**src/pkg/dlps_regs.svh**
```systemverilog
// register map, field layout and constants of the pattern/format selector
// ****************************************************************************
// What this block does
// - thirteen 1080-line output formats offered
// - resync framing when active format changes
// - high-rate progressive forces 4:2:2 10-bit
// - request integer or 1.001 clock per format
// - clock switches with no confirmation prompt
// - selector picks set, repeats cycle patterns
// - color bars: 100%, 75%, HD/SD compatible
// - linearity: five-step staircase, ramp, valid ramp
// - flat fields: eleven levels in 10% steps
// - monitor: RGB at 100%/75% plus convergence
// - dedicated selector enters converter mode
// - converter flags missing or mismatched input
// ****************************************************************************
`ifndef DLPS_REGS_SVH
`define DLPS_REGS_SVH

// register byte offsets
`define DLPS_CMD_OFS      12'h000
`define DLPS_CAND_OFS     12'h004
`define DLPS_STAT_OFS     12'h008
`define DLPS_IRQ_STAT_OFS 12'h00c
`define DLPS_IRQ_CLR_OFS  12'h010
`define DLPS_IRQ_EN_OFS   12'h014
`define DLPS_SAMP_OFS     12'h018

// command register fields
`define DLPS_CMD_CODE_LSB 0
`define DLPS_CMD_CODE_MSB 3

// status register field positions
`define DLPS_ST_FMT_LSB   0
`define DLPS_ST_FMT_MSB   3
`define DLPS_ST_SET_LSB   4
`define DLPS_ST_SET_MSB   6
`define DLPS_ST_PAT_LSB   8
`define DLPS_ST_PAT_MSB   11
`define DLPS_ST_CONV_BIT  12
`define DLPS_ST_FRAC_BIT  13
`define DLPS_ST_ERR_BIT   14
`define DLPS_ST_SAMP_LSB  16
`define DLPS_ST_SAMP_MSB  19

// interrupt bit positions
`define DLPS_IRQ_FMT_BIT  0
`define DLPS_IRQ_CLK_BIT  1
`define DLPS_IRQ_ERR_BIT  2
`define DLPS_IRQ_W        3

// pattern counts per set and number of output formats
`define DLPS_N_BARS       4'h3
`define DLPS_N_LIN        4'h3
`define DLPS_N_FLAT       4'hb
`define DLPS_N_MON        4'h7
`define DLPS_N_PULSE      4'h1
`define DLPS_N_FMT        4'hd

// reset values, 4:2:2 10-bit sampling code and field widths
`define DLPS_FMT_RST      4'h8
`define DLPS_SAMP_RST     4'h0
`define DLPS_SAMP_422_10  4'h7
`define DLPS_CMD_W        4
`define DLPS_SAMP_W       4

`endif

```
**src/pkg/dlps_pkg.sv**
```systemverilog
// types shared by the pattern/format selector
package dlps_pkg;

	// output formats, in front-panel order
	typedef enum logic [3:0] {
		FMT_2398SF = 4'h0, FMT_24SF = 4'h1, FMT_2398P = 4'h2,
		FMT_24P = 4'h3, FMT_25P = 4'h4, FMT_2997P = 4'h5,
		FMT_30P = 4'h6, FMT_50I = 4'h7, FMT_5994I = 4'h8,
		FMT_60I = 4'h9, FMT_50P = 4'ha, FMT_5994P = 4'hb,
		FMT_60P = 4'hc
	} dlps_fmt_type;

	// pattern sets
	typedef enum logic [2:0] {
		SET_BARS = 3'h0, SET_LIN = 3'h1, SET_FLAT = 3'h2,
		SET_MON = 3'h3, SET_PULSE = 3'h4
	} dlps_set_type;

	// front-panel / remote command codes
	typedef enum logic [3:0] {
		CMD_NONE = 4'h0, CMD_FORMAT = 4'h1, CMD_LEFT = 4'h2,
		CMD_RIGHT = 4'h3, CMD_ENTER = 4'h4, CMD_CANCEL = 4'h5,
		CMD_BARS = 4'h6, CMD_LIN = 4'h7, CMD_FLAT = 4'h8,
		CMD_MON = 4'h9, CMD_PULSE = 4'ha, CMD_OTHER = 4'hb,
		CMD_MBURST = 4'hc, CMD_SWEEP = 4'hd, CMD_TIMING = 4'he,
		CMD_SDI = 4'hf
	} dlps_cmd_type;

	// menu focus
	typedef enum logic [1:0] {
		MENU_MAIN = 2'b00, MENU_FMT = 2'b01, MENU_SIG = 2'b10,
		MENU_CONV = 2'b11
	} dlps_menu_type;

	// selection outputs travelling together
	typedef struct packed {
		dlps_fmt_type fmt;
		dlps_set_type pset;
		logic [3:0]   pat;
		logic         conv;
		logic         y2gbr;
		logic         clk_frac;
		logic [3:0]   samp;
	} dlps_sel_type;

endpackage : dlps_pkg

```
**src/logic/dlps_inmon.sv**
```systemverilog
// converter input monitor: synchronises the input status and flags errors
`timescale 1ns/100ps
`include "dlps_regs.svh"
module dlps_inmon
	import dlps_pkg::*;
(
	input  wire logic         pclk,       // system clock
	input  wire logic         presetn,    // async reset, active low
	input  wire logic         ce,         // clock enable
	input  wire logic         present,    // input carrier present (pin)
	input  wire logic [3:0]   in_fmt,     // detected input format (pin)
	input  wire logic         conv,       // converter mode active
	input  dlps_fmt_type      fmt,        // selected output format
	output logic              err         // input signal error
);
	typedef struct packed {
		logic [4:0] s1;
		logic [4:0] s2;
		logic       err;
	} dlps_mon_type;

	dlps_mon_type st_r, st_nxt;

	// true when an input format feeds the chosen output (the same format; for 50P/59.94P/60P only the half-rate interlaced one)
	function automatic logic rate_ok(input logic [3:0] i, input dlps_fmt_type o);
		unique case (o)
			FMT_50P:   rate_ok = (i == FMT_50I);
			FMT_5994P: rate_ok = (i == FMT_5994I);
			FMT_60P:   rate_ok = (i == FMT_60I);
			default:   rate_ok = (i == o);
		endcase
	endfunction : rate_ok

	// two-stage synchroniser; only stage two is examined
	always_comb begin
		st_nxt     = st_r;
		st_nxt.s1  = {present, in_fmt};
		st_nxt.s2  = st_r.s1;
		st_nxt.err = conv & (~st_r.s2[4] |
			~rate_ok(st_r.s2[3:0], fmt));
	end

	always_ff @(posedge pclk or negedge presetn) begin
		if (!presetn)
			st_r <= '0;
		else if (ce)
			st_r <= st_nxt;
	end

	assign err = st_r.err;
endmodule : dlps_inmon

```
**src/logic/dlps_sel.sv**
```systemverilog
// format and test-pattern selection with APB register access
`timescale 1ns/100ps
`include "dlps_regs.svh"
module dlps_sel
	import dlps_pkg::*;
(
	input  wire logic        pclk,        // system clock, 125 MHz
	input  wire logic        presetn,     // async reset, active low
	input  wire logic        ce,          // clock enable, freezes state
	input  wire logic        psel,        // apb select
	input  wire logic        penable,     // apb access phase
	input  wire logic        pwrite,      // apb write
	input  wire logic [11:0] paddr,       // apb byte address
	input  wire logic [31:0] pwdata,      // apb write data
	output logic      [31:0] prdata,      // apb read data
	output logic             pready,      // apb ready
	output logic             pslverr,     // apb error, unmapped address
	input  wire logic        in_present,  // serial_video_input carrier
	input  wire logic [3:0]  in_fmt,      // serial_video_input format
	output dlps_sel_type     sel,         // active selection
	output logic             resync,      // framing resync pulse
	output logic             irq          // level interrupt
);
	typedef struct packed {
		dlps_menu_type       menu;
		dlps_fmt_type        cand;
		dlps_sel_type        sel;
		logic [3:0]          samp_req;
		logic                resync;
		logic [`DLPS_IRQ_W-1:0] ist;
		logic [`DLPS_IRQ_W-1:0] ien;
		logic [31:0]         rdata;
		logic                err_d;
	} dlps_st_type;

	dlps_st_type st_r, st_nxt;
	logic        in_err;
	logic        acc, wr, rd;
	dlps_cmd_type cmd;

	// ************************************************************************
	// helpers
	// ************************************************************************

	// patterns held by each set
	function automatic logic [3:0] set_size(input dlps_set_type s);
		unique case (s)
			SET_BARS:  set_size = `DLPS_N_BARS;
			SET_LIN:   set_size = `DLPS_N_LIN;
			SET_FLAT:  set_size = `DLPS_N_FLAT;
			SET_MON:   set_size = `DLPS_N_MON;
			SET_PULSE: set_size = `DLPS_N_PULSE;
			default:   set_size = `DLPS_N_PULSE;
		endcase
	endfunction : set_size

	// step a value forward or back, wrapping within n entries
	function automatic logic [3:0] step(input logic [3:0] v,
		input logic [3:0] n, input logic up);
		if (up)
			step = (v + 4'h1 >= n) ? 4'h0 : v + 4'h1;
		else
			step = (v == 4'h0) ? n - 4'h1 : v - 4'h1;
	endfunction : step

	// fractional rates need the 1.001-divided clock
	function automatic logic is_frac(input dlps_fmt_type f);
		is_frac = (f == FMT_2398SF) | (f == FMT_2398P) | (f == FMT_2997P) |
			(f == FMT_5994I) | (f == FMT_5994P);
	endfunction : is_frac

	// the three high-rate progressive formats
	function automatic logic is_hrp(input dlps_fmt_type f);
		is_hrp = (f == FMT_50P) | (f == FMT_5994P) | (f == FMT_60P);
	endfunction : is_hrp

	// ************************************************************************
	// converter input monitor
	// ************************************************************************
	dlps_inmon u_inmon (
		.pclk    (pclk),
		.presetn (presetn),
		.ce      (ce),
		.present (in_present),
		.in_fmt  (in_fmt),
		.conv    (st_r.sel.conv),
		.fmt     (st_r.sel.fmt),
		.err     (in_err)
	);

	// apb decode: zero-wait slave, answers in the first access cycle
	assign acc = psel & penable & ce;
	assign wr  = acc & pwrite;
	assign rd  = psel & ~penable & ~pwrite;
	assign cmd = dlps_cmd_type'(pwdata[`DLPS_CMD_CODE_MSB:`DLPS_CMD_CODE_LSB]);

	// ************************************************************************
	// next state
	// ************************************************************************
	always_comb begin
		logic       cmd_wr;
		logic [3:0] n;
		logic       ev_fmt;
		logic       ev_clk;
		st_nxt = st_r;
		cmd_wr = wr & (paddr == `DLPS_CMD_OFS);
		n      = set_size(st_r.sel.pset);
		ev_fmt = 1'b0;
		ev_clk = 1'b0;
		st_nxt.resync = 1'b0;

		// menu commands arrive as writes of a code to the command register
		if (cmd_wr) begin
			unique case (cmd)
				CMD_FORMAT: begin
					st_nxt.menu = MENU_FMT;
					st_nxt.cand = st_r.sel.fmt;
				end
				CMD_LEFT, CMD_RIGHT: begin
					unique case (st_r.menu)
						MENU_FMT: st_nxt.cand = dlps_fmt_type'(step(st_r.cand,
							`DLPS_N_FMT, cmd == CMD_RIGHT));
						MENU_SIG: st_nxt.sel.pat = step(st_r.sel.pat, n,
							cmd == CMD_RIGHT);
						MENU_CONV: st_nxt.sel.y2gbr = ~st_r.sel.y2gbr;
						default: st_nxt.menu = st_r.menu;
					endcase
				end
				CMD_ENTER: begin
					// only a confirmed candidate becomes the output format
					if (st_r.menu == MENU_FMT) begin
						st_nxt.sel.fmt = st_r.cand;
						st_nxt.menu    = MENU_MAIN;
						ev_fmt = (st_r.cand != st_r.sel.fmt);
						// no prompt: the clock simply follows the format
						ev_clk = is_frac(st_r.cand) != st_r.sel.clk_frac;
						st_nxt.sel.clk_frac = is_frac(st_r.cand);
					end
				end
				CMD_CANCEL: st_nxt.menu = MENU_MAIN;
				CMD_BARS, CMD_LIN, CMD_FLAT, CMD_MON, CMD_PULSE: begin
					dlps_set_type s;
					s = dlps_set_type'(3'(cmd - CMD_BARS));
					st_nxt.menu     = MENU_SIG;
					st_nxt.sel.conv = 1'b0;
					// only a press while this set's menu is open counts as a repeat
					if (st_r.menu == MENU_SIG && !st_r.sel.conv &&
						st_r.sel.pset == s)
						st_nxt.sel.pat = step(st_r.sel.pat, n, 1'b1);
					else begin
						st_nxt.sel.pset = s;
						st_nxt.sel.pat  = 4'h0;
					end
				end
				CMD_OTHER: begin
					st_nxt.menu = MENU_CONV;
					if (st_r.sel.conv)
						st_nxt.sel.y2gbr = ~st_r.sel.y2gbr;
					st_nxt.sel.conv = 1'b1;
				end
				default: st_nxt.menu = st_r.menu;
			endcase
		end

		// sampling structure request, honoured unless overridden
		if (wr && paddr == `DLPS_SAMP_OFS)
			st_nxt.samp_req = pwdata[`DLPS_SAMP_W-1:0];
		st_nxt.sel.samp = is_hrp(st_nxt.sel.fmt) ?
			`DLPS_SAMP_422_10 : st_nxt.samp_req;
		if (wr && paddr == `DLPS_IRQ_EN_OFS)
			st_nxt.ien = pwdata[`DLPS_IRQ_W-1:0];

		st_nxt.resync = ev_fmt;
		st_nxt.err_d  = in_err;

		// sticky events: set beats a clear in the same cycle
		if (wr && paddr == `DLPS_IRQ_CLR_OFS)
			st_nxt.ist = st_r.ist & ~pwdata[`DLPS_IRQ_W-1:0];
		st_nxt.ist[`DLPS_IRQ_FMT_BIT] = st_nxt.ist[`DLPS_IRQ_FMT_BIT] | ev_fmt;
		st_nxt.ist[`DLPS_IRQ_CLK_BIT] = st_nxt.ist[`DLPS_IRQ_CLK_BIT] | ev_clk;
		st_nxt.ist[`DLPS_IRQ_ERR_BIT] = st_nxt.ist[`DLPS_IRQ_ERR_BIT] |
			(in_err & ~st_r.err_d);

		// read data captured in setup so it is registered in access
		if (rd) begin
			unique case (paddr)
				`DLPS_CAND_OFS:     st_nxt.rdata = {28'h0, st_r.cand};
				`DLPS_STAT_OFS: begin
					st_nxt.rdata = 32'h0;
					st_nxt.rdata[`DLPS_ST_FMT_MSB:`DLPS_ST_FMT_LSB] = st_r.sel.fmt;
					st_nxt.rdata[`DLPS_ST_SET_MSB:`DLPS_ST_SET_LSB] = st_r.sel.pset;
					st_nxt.rdata[`DLPS_ST_PAT_MSB:`DLPS_ST_PAT_LSB] = st_r.sel.pat;
					st_nxt.rdata[`DLPS_ST_CONV_BIT] = st_r.sel.conv;
					st_nxt.rdata[`DLPS_ST_FRAC_BIT] = st_r.sel.clk_frac;
					st_nxt.rdata[`DLPS_ST_ERR_BIT]  = in_err;
					st_nxt.rdata[`DLPS_ST_SAMP_MSB:`DLPS_ST_SAMP_LSB] = st_r.sel.samp;
				end
				`DLPS_IRQ_STAT_OFS: st_nxt.rdata = {29'h0, st_r.ist};
				`DLPS_IRQ_EN_OFS:   st_nxt.rdata = {29'h0, st_r.ien};
				`DLPS_SAMP_OFS:     st_nxt.rdata = {28'h0, st_r.samp_req};
				default:            st_nxt.rdata = 32'h0;
			endcase
		end
	end

	// ************************************************************************
	// state register
	// ************************************************************************
	always_ff @(posedge pclk or negedge presetn) begin
		if (!presetn) begin
			st_r              <= '0;
			st_r.cand         <= dlps_fmt_type'(`DLPS_FMT_RST);
			st_r.sel.fmt      <= dlps_fmt_type'(`DLPS_FMT_RST);
			st_r.sel.clk_frac <= 1'b1;
			st_r.sel.samp     <= `DLPS_SAMP_RST;
			st_r.samp_req     <= `DLPS_SAMP_RST;
		end else if (ce) begin
			st_r <= st_nxt;
		end
	end

	// unmapped addresses answer with pslverr; command is write-only
	function automatic logic mapped(input logic [11:0] a);
		mapped = (a == `DLPS_CMD_OFS) | (a == `DLPS_CAND_OFS) |
			(a == `DLPS_STAT_OFS) | (a == `DLPS_IRQ_STAT_OFS) |
			(a == `DLPS_IRQ_CLR_OFS) | (a == `DLPS_IRQ_EN_OFS) |
			(a == `DLPS_SAMP_OFS);
	endfunction : mapped

	assign pready  = ce;
	assign pslverr = psel & penable & ~mapped(paddr);
	assign prdata  = st_r.rdata;
	assign sel     = st_r.sel;
	assign resync  = st_r.resync;
	assign irq     = |(st_r.ist & st_r.ien);
endmodule : dlps_sel

```
**config.mk**
```make
export PLATFORM = sky130hd
export DESIGN_NAME = dlps_sel
export DESIGN_NICKNAME = d
export VERILOG_FILES = /design/src/pkg/dlps_pkg.sv /design/src/logic/dlps_inmon.sv /design/src/logic/dlps_sel.sv
export VERILOG_INCLUDE_DIRS = /design/src /design/src/pkg
export SDC_FILE = /design/constraint.sdc
export NUM_CORES = 1
export LEC_CHECK = 0
export BUFFER_PORTS_ARGS = -buffer_cell sky130_fd_sc_hd__buf_2
export CORE_MARGIN = 10
export CORE_UTILIZATION = 36
export DETAILED_ROUTE_END_ITERATION = 12
export SYNTH_ARGS = -nofsm -noshare
export SYNTH_HDL_FRONTEND = slang
export SYNTH_SLANG_ARGS = --single-unit
export TNS_END_PERCENT = 100
```
**constraint.sdc**
```tcl
create_clock -name pclk -period 2.25 [get_ports pclk]
set_input_delay 0.225 -clock pclk [delete_from_list [all_inputs] [get_ports pclk]]
set_output_delay 0.225 -clock pclk [all_outputs]
set_load 0.005 [all_outputs]
```
-- Yosys cells after proc, flatten, opt, wreduce, memory -nomap -nowiden
Cells that the tools add are included.
- bits in registers: 79
- logic and storage cells: 171
- add/subtract/negate cells: 6
- $lt $le $gt $ge: 2
- equal/unequal tests: 45
- mux-type cells: 36
- bitwise operators: 36
- reductions and logical operators: 28
- operators with widths (operator ; count):
    case mux 20 bit (5 select lines) ; 1
    == test 4 bit (second input constant) ; 14
    2-to-1 mux 4 bit ; 13
    == test 12 x 5 -> 1 bit (second input constant) ; 3
    == test 12 x 4 -> 1 bit (second input constant) ; 2
    == test 4 x 3 -> 1 bit (second input constant) ; 6
    AND reduction 4 bit ; 5
    OR 1 bit ; 16
    case mux 4 bit (2 select lines) ; 2
    2-to-1 mux 14 bit ; 1
    == test 12 x 3 -> 1 bit (second input constant) ; 1
    == test 4 x 2 -> 1 bit (second input constant) ; 3
    zero test 12 bit ; 1
    case mux 4 bit (3 select lines) ; 1
    subtractor 4 x 1 -> 4 bit (second input constant) ; 3
    2-to-1 mux 1 bit ; 10
    case mux 2 bit (5 select lines) ; 1
    AND 1 bit ; 9
    2-to-1 mux 3 bit ; 3
    adder 4 x 1 -> 4 bit (second input constant) ; 2
    zero test 4 bit ; 2
    inequality test 2 bit (second input constant) ; 4
    inverter 1 bit ; 8
    nonzero test 2 bit ; 4
    other kinds (28) ; 38

-- Longest topological paths before layout
- word-level depth: 13
- mapped depth: 10

-- Hierarchy
A second synthesis with hierarchy kept.
- cell total of the unflattened synthesis: 434
- area, all modules: 4249.1 sq um
- modules (own cells, without submodules) (module ; times used ; cells each ; area an instance (sq um) ; seq. area each (sq um)):
    dlps_sel ; 1 ; 390 ; 3708.6 ; 1355.0
    dlps_inmon ; 1 ; 44 ; 540.5 ; 275.3

-- Least setup slack after synthesis
Ideal clock, no wire load.
- path kind: register to register
- start: reg, netlist name sel[7]
- end: reg, netlist name sel[9]
- setup time: 0.130 ns
- arrival: 1.789 ns
- slack: 0.330 ns
- cell stages (with the launch flop): 10
- buffers on the path: 0
- period minus slack after synthesis: 1.920 ns
- path through: dfrtp_1 > inv_1 > ha_1 > nand2b_1 > nor2_1 > o21ai_0 > ha_1 > or2_2 > a32oi_1 > o22ai_1
- word-level cells in the longest chain between the ends: 6
- elaborated cells between the ends (all ways): 10
- classes of those cells: add/sub: 2; order compare: 1; mux: 6; reduce/logical: 1
- ends and longest elaborated chain (item ; line ; RTL):
    adder 4 x 1 -> 4 bit ; dlps_sel.sv:61 ; step = (v + 4'h1 >= n) ? 4'h0 : v + 4'h1;
    greater-or-equal comparator 4 bit ; dlps_sel.sv:61 ;
    2-to-1 mux 4 bit ; dlps_sel.sv:61 ;
    2-to-1 mux 4 bit ; dlps_sel.sv:60 ; if (up)
    2-to-1 mux 4 bit ; dlps_sel.sv:120 ; unique case (st_r.menu)
    case mux 4 bit (2 select lines) * ; dlps_sel.sv:114 ; unique case (cmd)
Every way passes the cells marked *; elsewhere a longest branch is shown, timed or not. The select of a mux whose other input is x is not followed.
A chain may end at the register's enable or synchronous reset.

-- Final worst setup path
- start: reg, netlist name sel[7]
- end: reg, netlist name sel[9]
- word-level cells in the longest chain between the ends: 6
- elaborated cells between the ends (all ways): 10
- classes of those cells: add/sub: 2; order compare: 1; mux: 6; reduce/logical: 1
- ends and longest elaborated chain (item ; line):
    adder 4 x 1 -> 4 bit ; dlps_sel.sv:61
    greater-or-equal comparator 4 bit ; dlps_sel.sv:61
    2-to-1 mux 4 bit ; dlps_sel.sv:61
    2-to-1 mux 4 bit ; dlps_sel.sv:60
    2-to-1 mux 4 bit ; dlps_sel.sv:120
    case mux 4 bit (2 select lines) * ; dlps_sel.sv:114
Marked as above.

==> impl_metrics.env <==
export IMPL_p_leak_nw=2.26
export IMPL_antenna_found_initial=0
export IMPL_maximum_number_of_pins_on_one_net_before_global_route_repair=38
export IMPL_worst_setup_path_type="reg -> reg"
export IMPL_syn_mean_instance_area_um2=9.79
export IMPL_max_clock_path_buffers=2
export IMPL_timing_final_crit_period_ns=2.03
export IMPL_vias_per_cell=5.28
export IMPL_report_final_slew_viol_count=0
export IMPL_asyncSetResetFlopFracSynth_pct=100
export IMPL_syn_cell_area_mm2=0.00429
export IMPL_max_slew_margin_rel_pct=54.3
export IMPL_cp_end_kind="flip-flop"
export IMPL_outcome="completed"
export IMPL_hold_viol=0
export IMPL_io_buffer_count=66
export IMPL_final_nets=534
export IMPL_tns_ns=0
export IMPL_coreArea_mm2=0.0115
export IMPL_cts_tree="yes"
export IMPL_yosysWarnings=0
export IMPL_min_from="in_present"
export IMPL_hpwl_um=7500
export IMPL_routed_wire_length_per_instance_um=16.5
export IMPL_clockPowerShare_pct=51.5
export IMPL_r2r_start="sel[7]"
export IMPL_final_critical_path_setup_slack_ns=0.217
export IMPL_max_cap_viol_count=0
export IMPL_grt_overflow_total=0
export IMPL_cp_data_required_time_ns=2.45
export IMPL_synth_distinct_cells=67
export IMPL_cts_setup_buffers=0
export IMPL_r2r_end="sel[9]"
export IMPL_placement_cell_area_mm2=0.00445
export IMPL_clock_fmax_ghz=0.492
export IMPL_power_share_switching_pct=23.6
export IMPL_cts_root_buffer_cell="clkbuf_16"
export IMPL_fin_crit_sh_pct=90.3
export IMPL_fillerInstances=1158
export IMPL_synth_sequential_area_ratio_pct=38.0
export IMPL_worstPathArrival_ns=2.24
export IMPL_power_mw=2.96
export IMPL_rsz_0062_raised_after_global_routing="no"
export IMPL_path_max_fanout=4
export IMPL_worstMarginPinSlew_ns=0.685
export IMPL_timing_reg2reg_worst_path_depth=9
export IMPL_firstDrtPassIters=4
export IMPL_antenna_cells_inserted=0
export IMPL_floorplan_initialDensity_pct=37.2
export IMPL_drt_initial_drc_count=238
export IMPL_clock_skew_final_ns=0.0149
export IMPL_multi_input_area_mm2=0.00215
export IMPL_syn_instance_count=438
export IMPL_proportion_of_netlist_area_held_by_the_largest_area_contributor_pct=36.2
export IMPL_start_kind="flip-flop"
export IMPL_post_place_setup_slack_ns=0.251
export IMPL_setup_reg_to_reg_worst_slack_ns=0.22
export IMPL_dr_total_vias=3242
export IMPL_grt_total_usage_pct=12.3
export IMPL_register_area_mm2=0.00163
export IMPL_min_delay_path_depth=2
export IMPL_holdPathEnd="u_inmon.st_nxt[5]"
export IMPL_area_growth_synth_to_final_pct=11.5
export IMPL_layout_core_utilization_pct=41.5
export IMPL_hp_class="in -> reg"
export IMPL_clk_pin_slew_ns=0.06
export IMPL_p_int_mw=2.26
export IMPL_h_tree_levels=3
export IMPL_number_of_global_route_vias_before_repair=3203
export IMPL_die_area_mm2=0.0167
export IMPL_highest_ir_drop_seen_on_vdd_uv=338
export IMPL_proportion_of_power_drawn_by_flip_flops_and_latches_pct=41.0
export IMPL_number_of_sinks_driven_by_the_clock_tree=65
export IMPL_ios=109
export IMPL_ys_top_cells_by_area="dfrtp_1, buf_4, mux2_2"
export IMPL_die_h_um=129
export IMPL_power_frac_comb_pct=7.4
export IMPL_synth_top_flop_cell="dfrtp_1"
export IMPL_net_switching_power_uw=700
export IMPL_drc=0
export IMPL_synth_largest_area_cell="dfrtp_1"
export IMPL_final_layout_size_suffix_gt1_share_pct=29.3
export IMPL_finish_instance_area_mm2=0.00478
export IMPL_detail_route_antenna_nets=0
export IMPL_site_row_count=39
export IMPL_drt_total_wl_um=10100
export IMPL_global_route_wire_length_before_repair_um=16700
export IMPL_clk_insertion_delay_late_ns=0.34
export IMPL_gpl_final_weighted_congestion=0.824
export IMPL_die_w_um=129
export IMPL_synth_edf_count=0
export IMPL_cts_made_buffers=9
export IMPL_synth_seq_cells=65
export IMPL_finalSetupViolations=0
export IMPL_power_per_cell_area_mw_per_mm2=620
==> how the worst max path moves through the flow <==
| stage | to | slack (ns) | from |
|---|---|---|---|
| after floorplan | sel[9] | 0.33 | sel[7] |
| after detailed placement | sel[9] | 0.25 | sel[7] |
| after global placement | sel[9] | 0.27 | sel[12] |
| after global routing | sel[9] | 0.04 | sel[7] |
| after CTS | sel[9] | 0.24 | sel[7] |
| final | sel[9] | 0.22 | sel[7] |
==> power groups by stage <==
stage / clock network [mW] / registers [mW] / logic, mW
after floorplan: 0 / 1.23 / 0.151
after global placement: 0 / 1.24 / 0.216
after detailed placement: 0 / 1.24 / 0.219
after CTS: 1.57 / 1.22 / 0.222
after global routing: 1.62 / 1.22 / 0.248
final: 1.53 / 1.22 / 0.221
==> timing repair <==
item                      in CTS  in global routing
resized for setup              0                  0
hold endpoints to repair      26                  0
hold buffers                   1                  0
==> worst max-delay path, cell delays in order (launching register included) <==
cell      delay, ns
dfrtp_1        0.37
inv_1          0.10
ha_1           0.20
nand2b_1       0.09
nor2_1         0.20
o21ai_0        0.11
ha_1           0.22
or2_2          0.29
a32oi_1        0.20
o22ai_1        0.11
==> kinds of logic after synthesis <==
group / Yosys count / synth area share, %
buffers and inverters: 91 / 12.9
adder cells (fa/ha/maj): 13 / 3.79
other: 1 / 0.0875
AND/OR/NAND/NOR: 117 / 16.2
AO/OA/AOI/OAI: 101 / 16.8
flip-flops: 65 / 38.0
XOR/XNOR: 14 / 2.86
multiplexers: 36 / 9.31
==> layout by cell type (no fill, tap or decap), drive strengths merged, types with 7 or more instances in the layout <==
| cell | count |
|---|---|
| nand2 | 29 |
| nor2 | 19 |
| o31ai | 8 |
| a21oi | 10 |
| ha | 13 |
| nand3 | 9 |
| buf | 77 |
| xnor2 | 10 |
| clkbuf | 10 |
| nor2b | 11 |
| conb | 14 |
| mux2 | 25 |
| dfrtp | 62 |
| nor4 | 7 |
| nor3 | 7 |
| mux2i | 11 |
| a22o | 14 |
| inv | 18 |
| o21ai | 25 |
==> registers in the layout (all words and copies together), names as in the netlist <==
| signal | count |
|---|---|
| u_inmon.err | 1 |
| u_inmon.st_r | 5 |
| prdata | 18 |
| u_inmon.st_nxt | 5 |
| resync | 1 |
| sel | 18 |
| st_r | 17 |
==> metrics by stage <==
stage | std cells | hold WS [ns]
5_1_grt | 614 | 0.122
3_5_place_dp | 597 | 0.310
6_report | 614 | 0.124
2_1_floorplan | 451 | -0.0706
4_1_cts | 614 | 0.117
3_3_place_gp | 597 | 0.300
==> final cells by class <==
cell class / count / share of cell area, %
Tap cell: 143 / 3.74
Sequential cell: 65 / 34.1
Clock buffer: 10 / 4.79
Timing Repair Buffer: 78 / 9.11
Clock inverter: 6 / 1.91
Inverter: 17 / 1.34
Multi-Input combinational cell: 295 / 45.0
==> cells in the mapped netlist (3+ instances only) <==
master / n
o22ai_1: 6
mux2i_1: 11
and3_1: 4
nand2_1: 28
o31ai_1: 8
nor3_1: 6
nand3_1: 9
nor4_1: 4
o21ai_0: 24
nand2b_1: 5
ha_1: 13
a22oi_1: 5
a21oi_1: 10
a22o_1: 14
inv_1: 17
dfrtp_1: 62
xnor2_1: 10
buf_4: 52
and4_1: 3
nor2_1: 19
clkbuf_1: 17
a31oi_1: 6
nand3b_1: 6
nor3b_1: 5
dfstp_2: 3
xor2_1: 4
o2bb2ai_1: 6
mux2_2: 23
nor2b_1: 11
==> metal layers <==
metal | wire (um) | GRT usage (%)
met1 | 4760 | 16.3
met2 | 4460 | 18.6
met3 | 819 | 4.20
met4 | 109 | 3.75
met5 | 0 | 0
No activity file was read; power rests on OpenSTA's default activity.
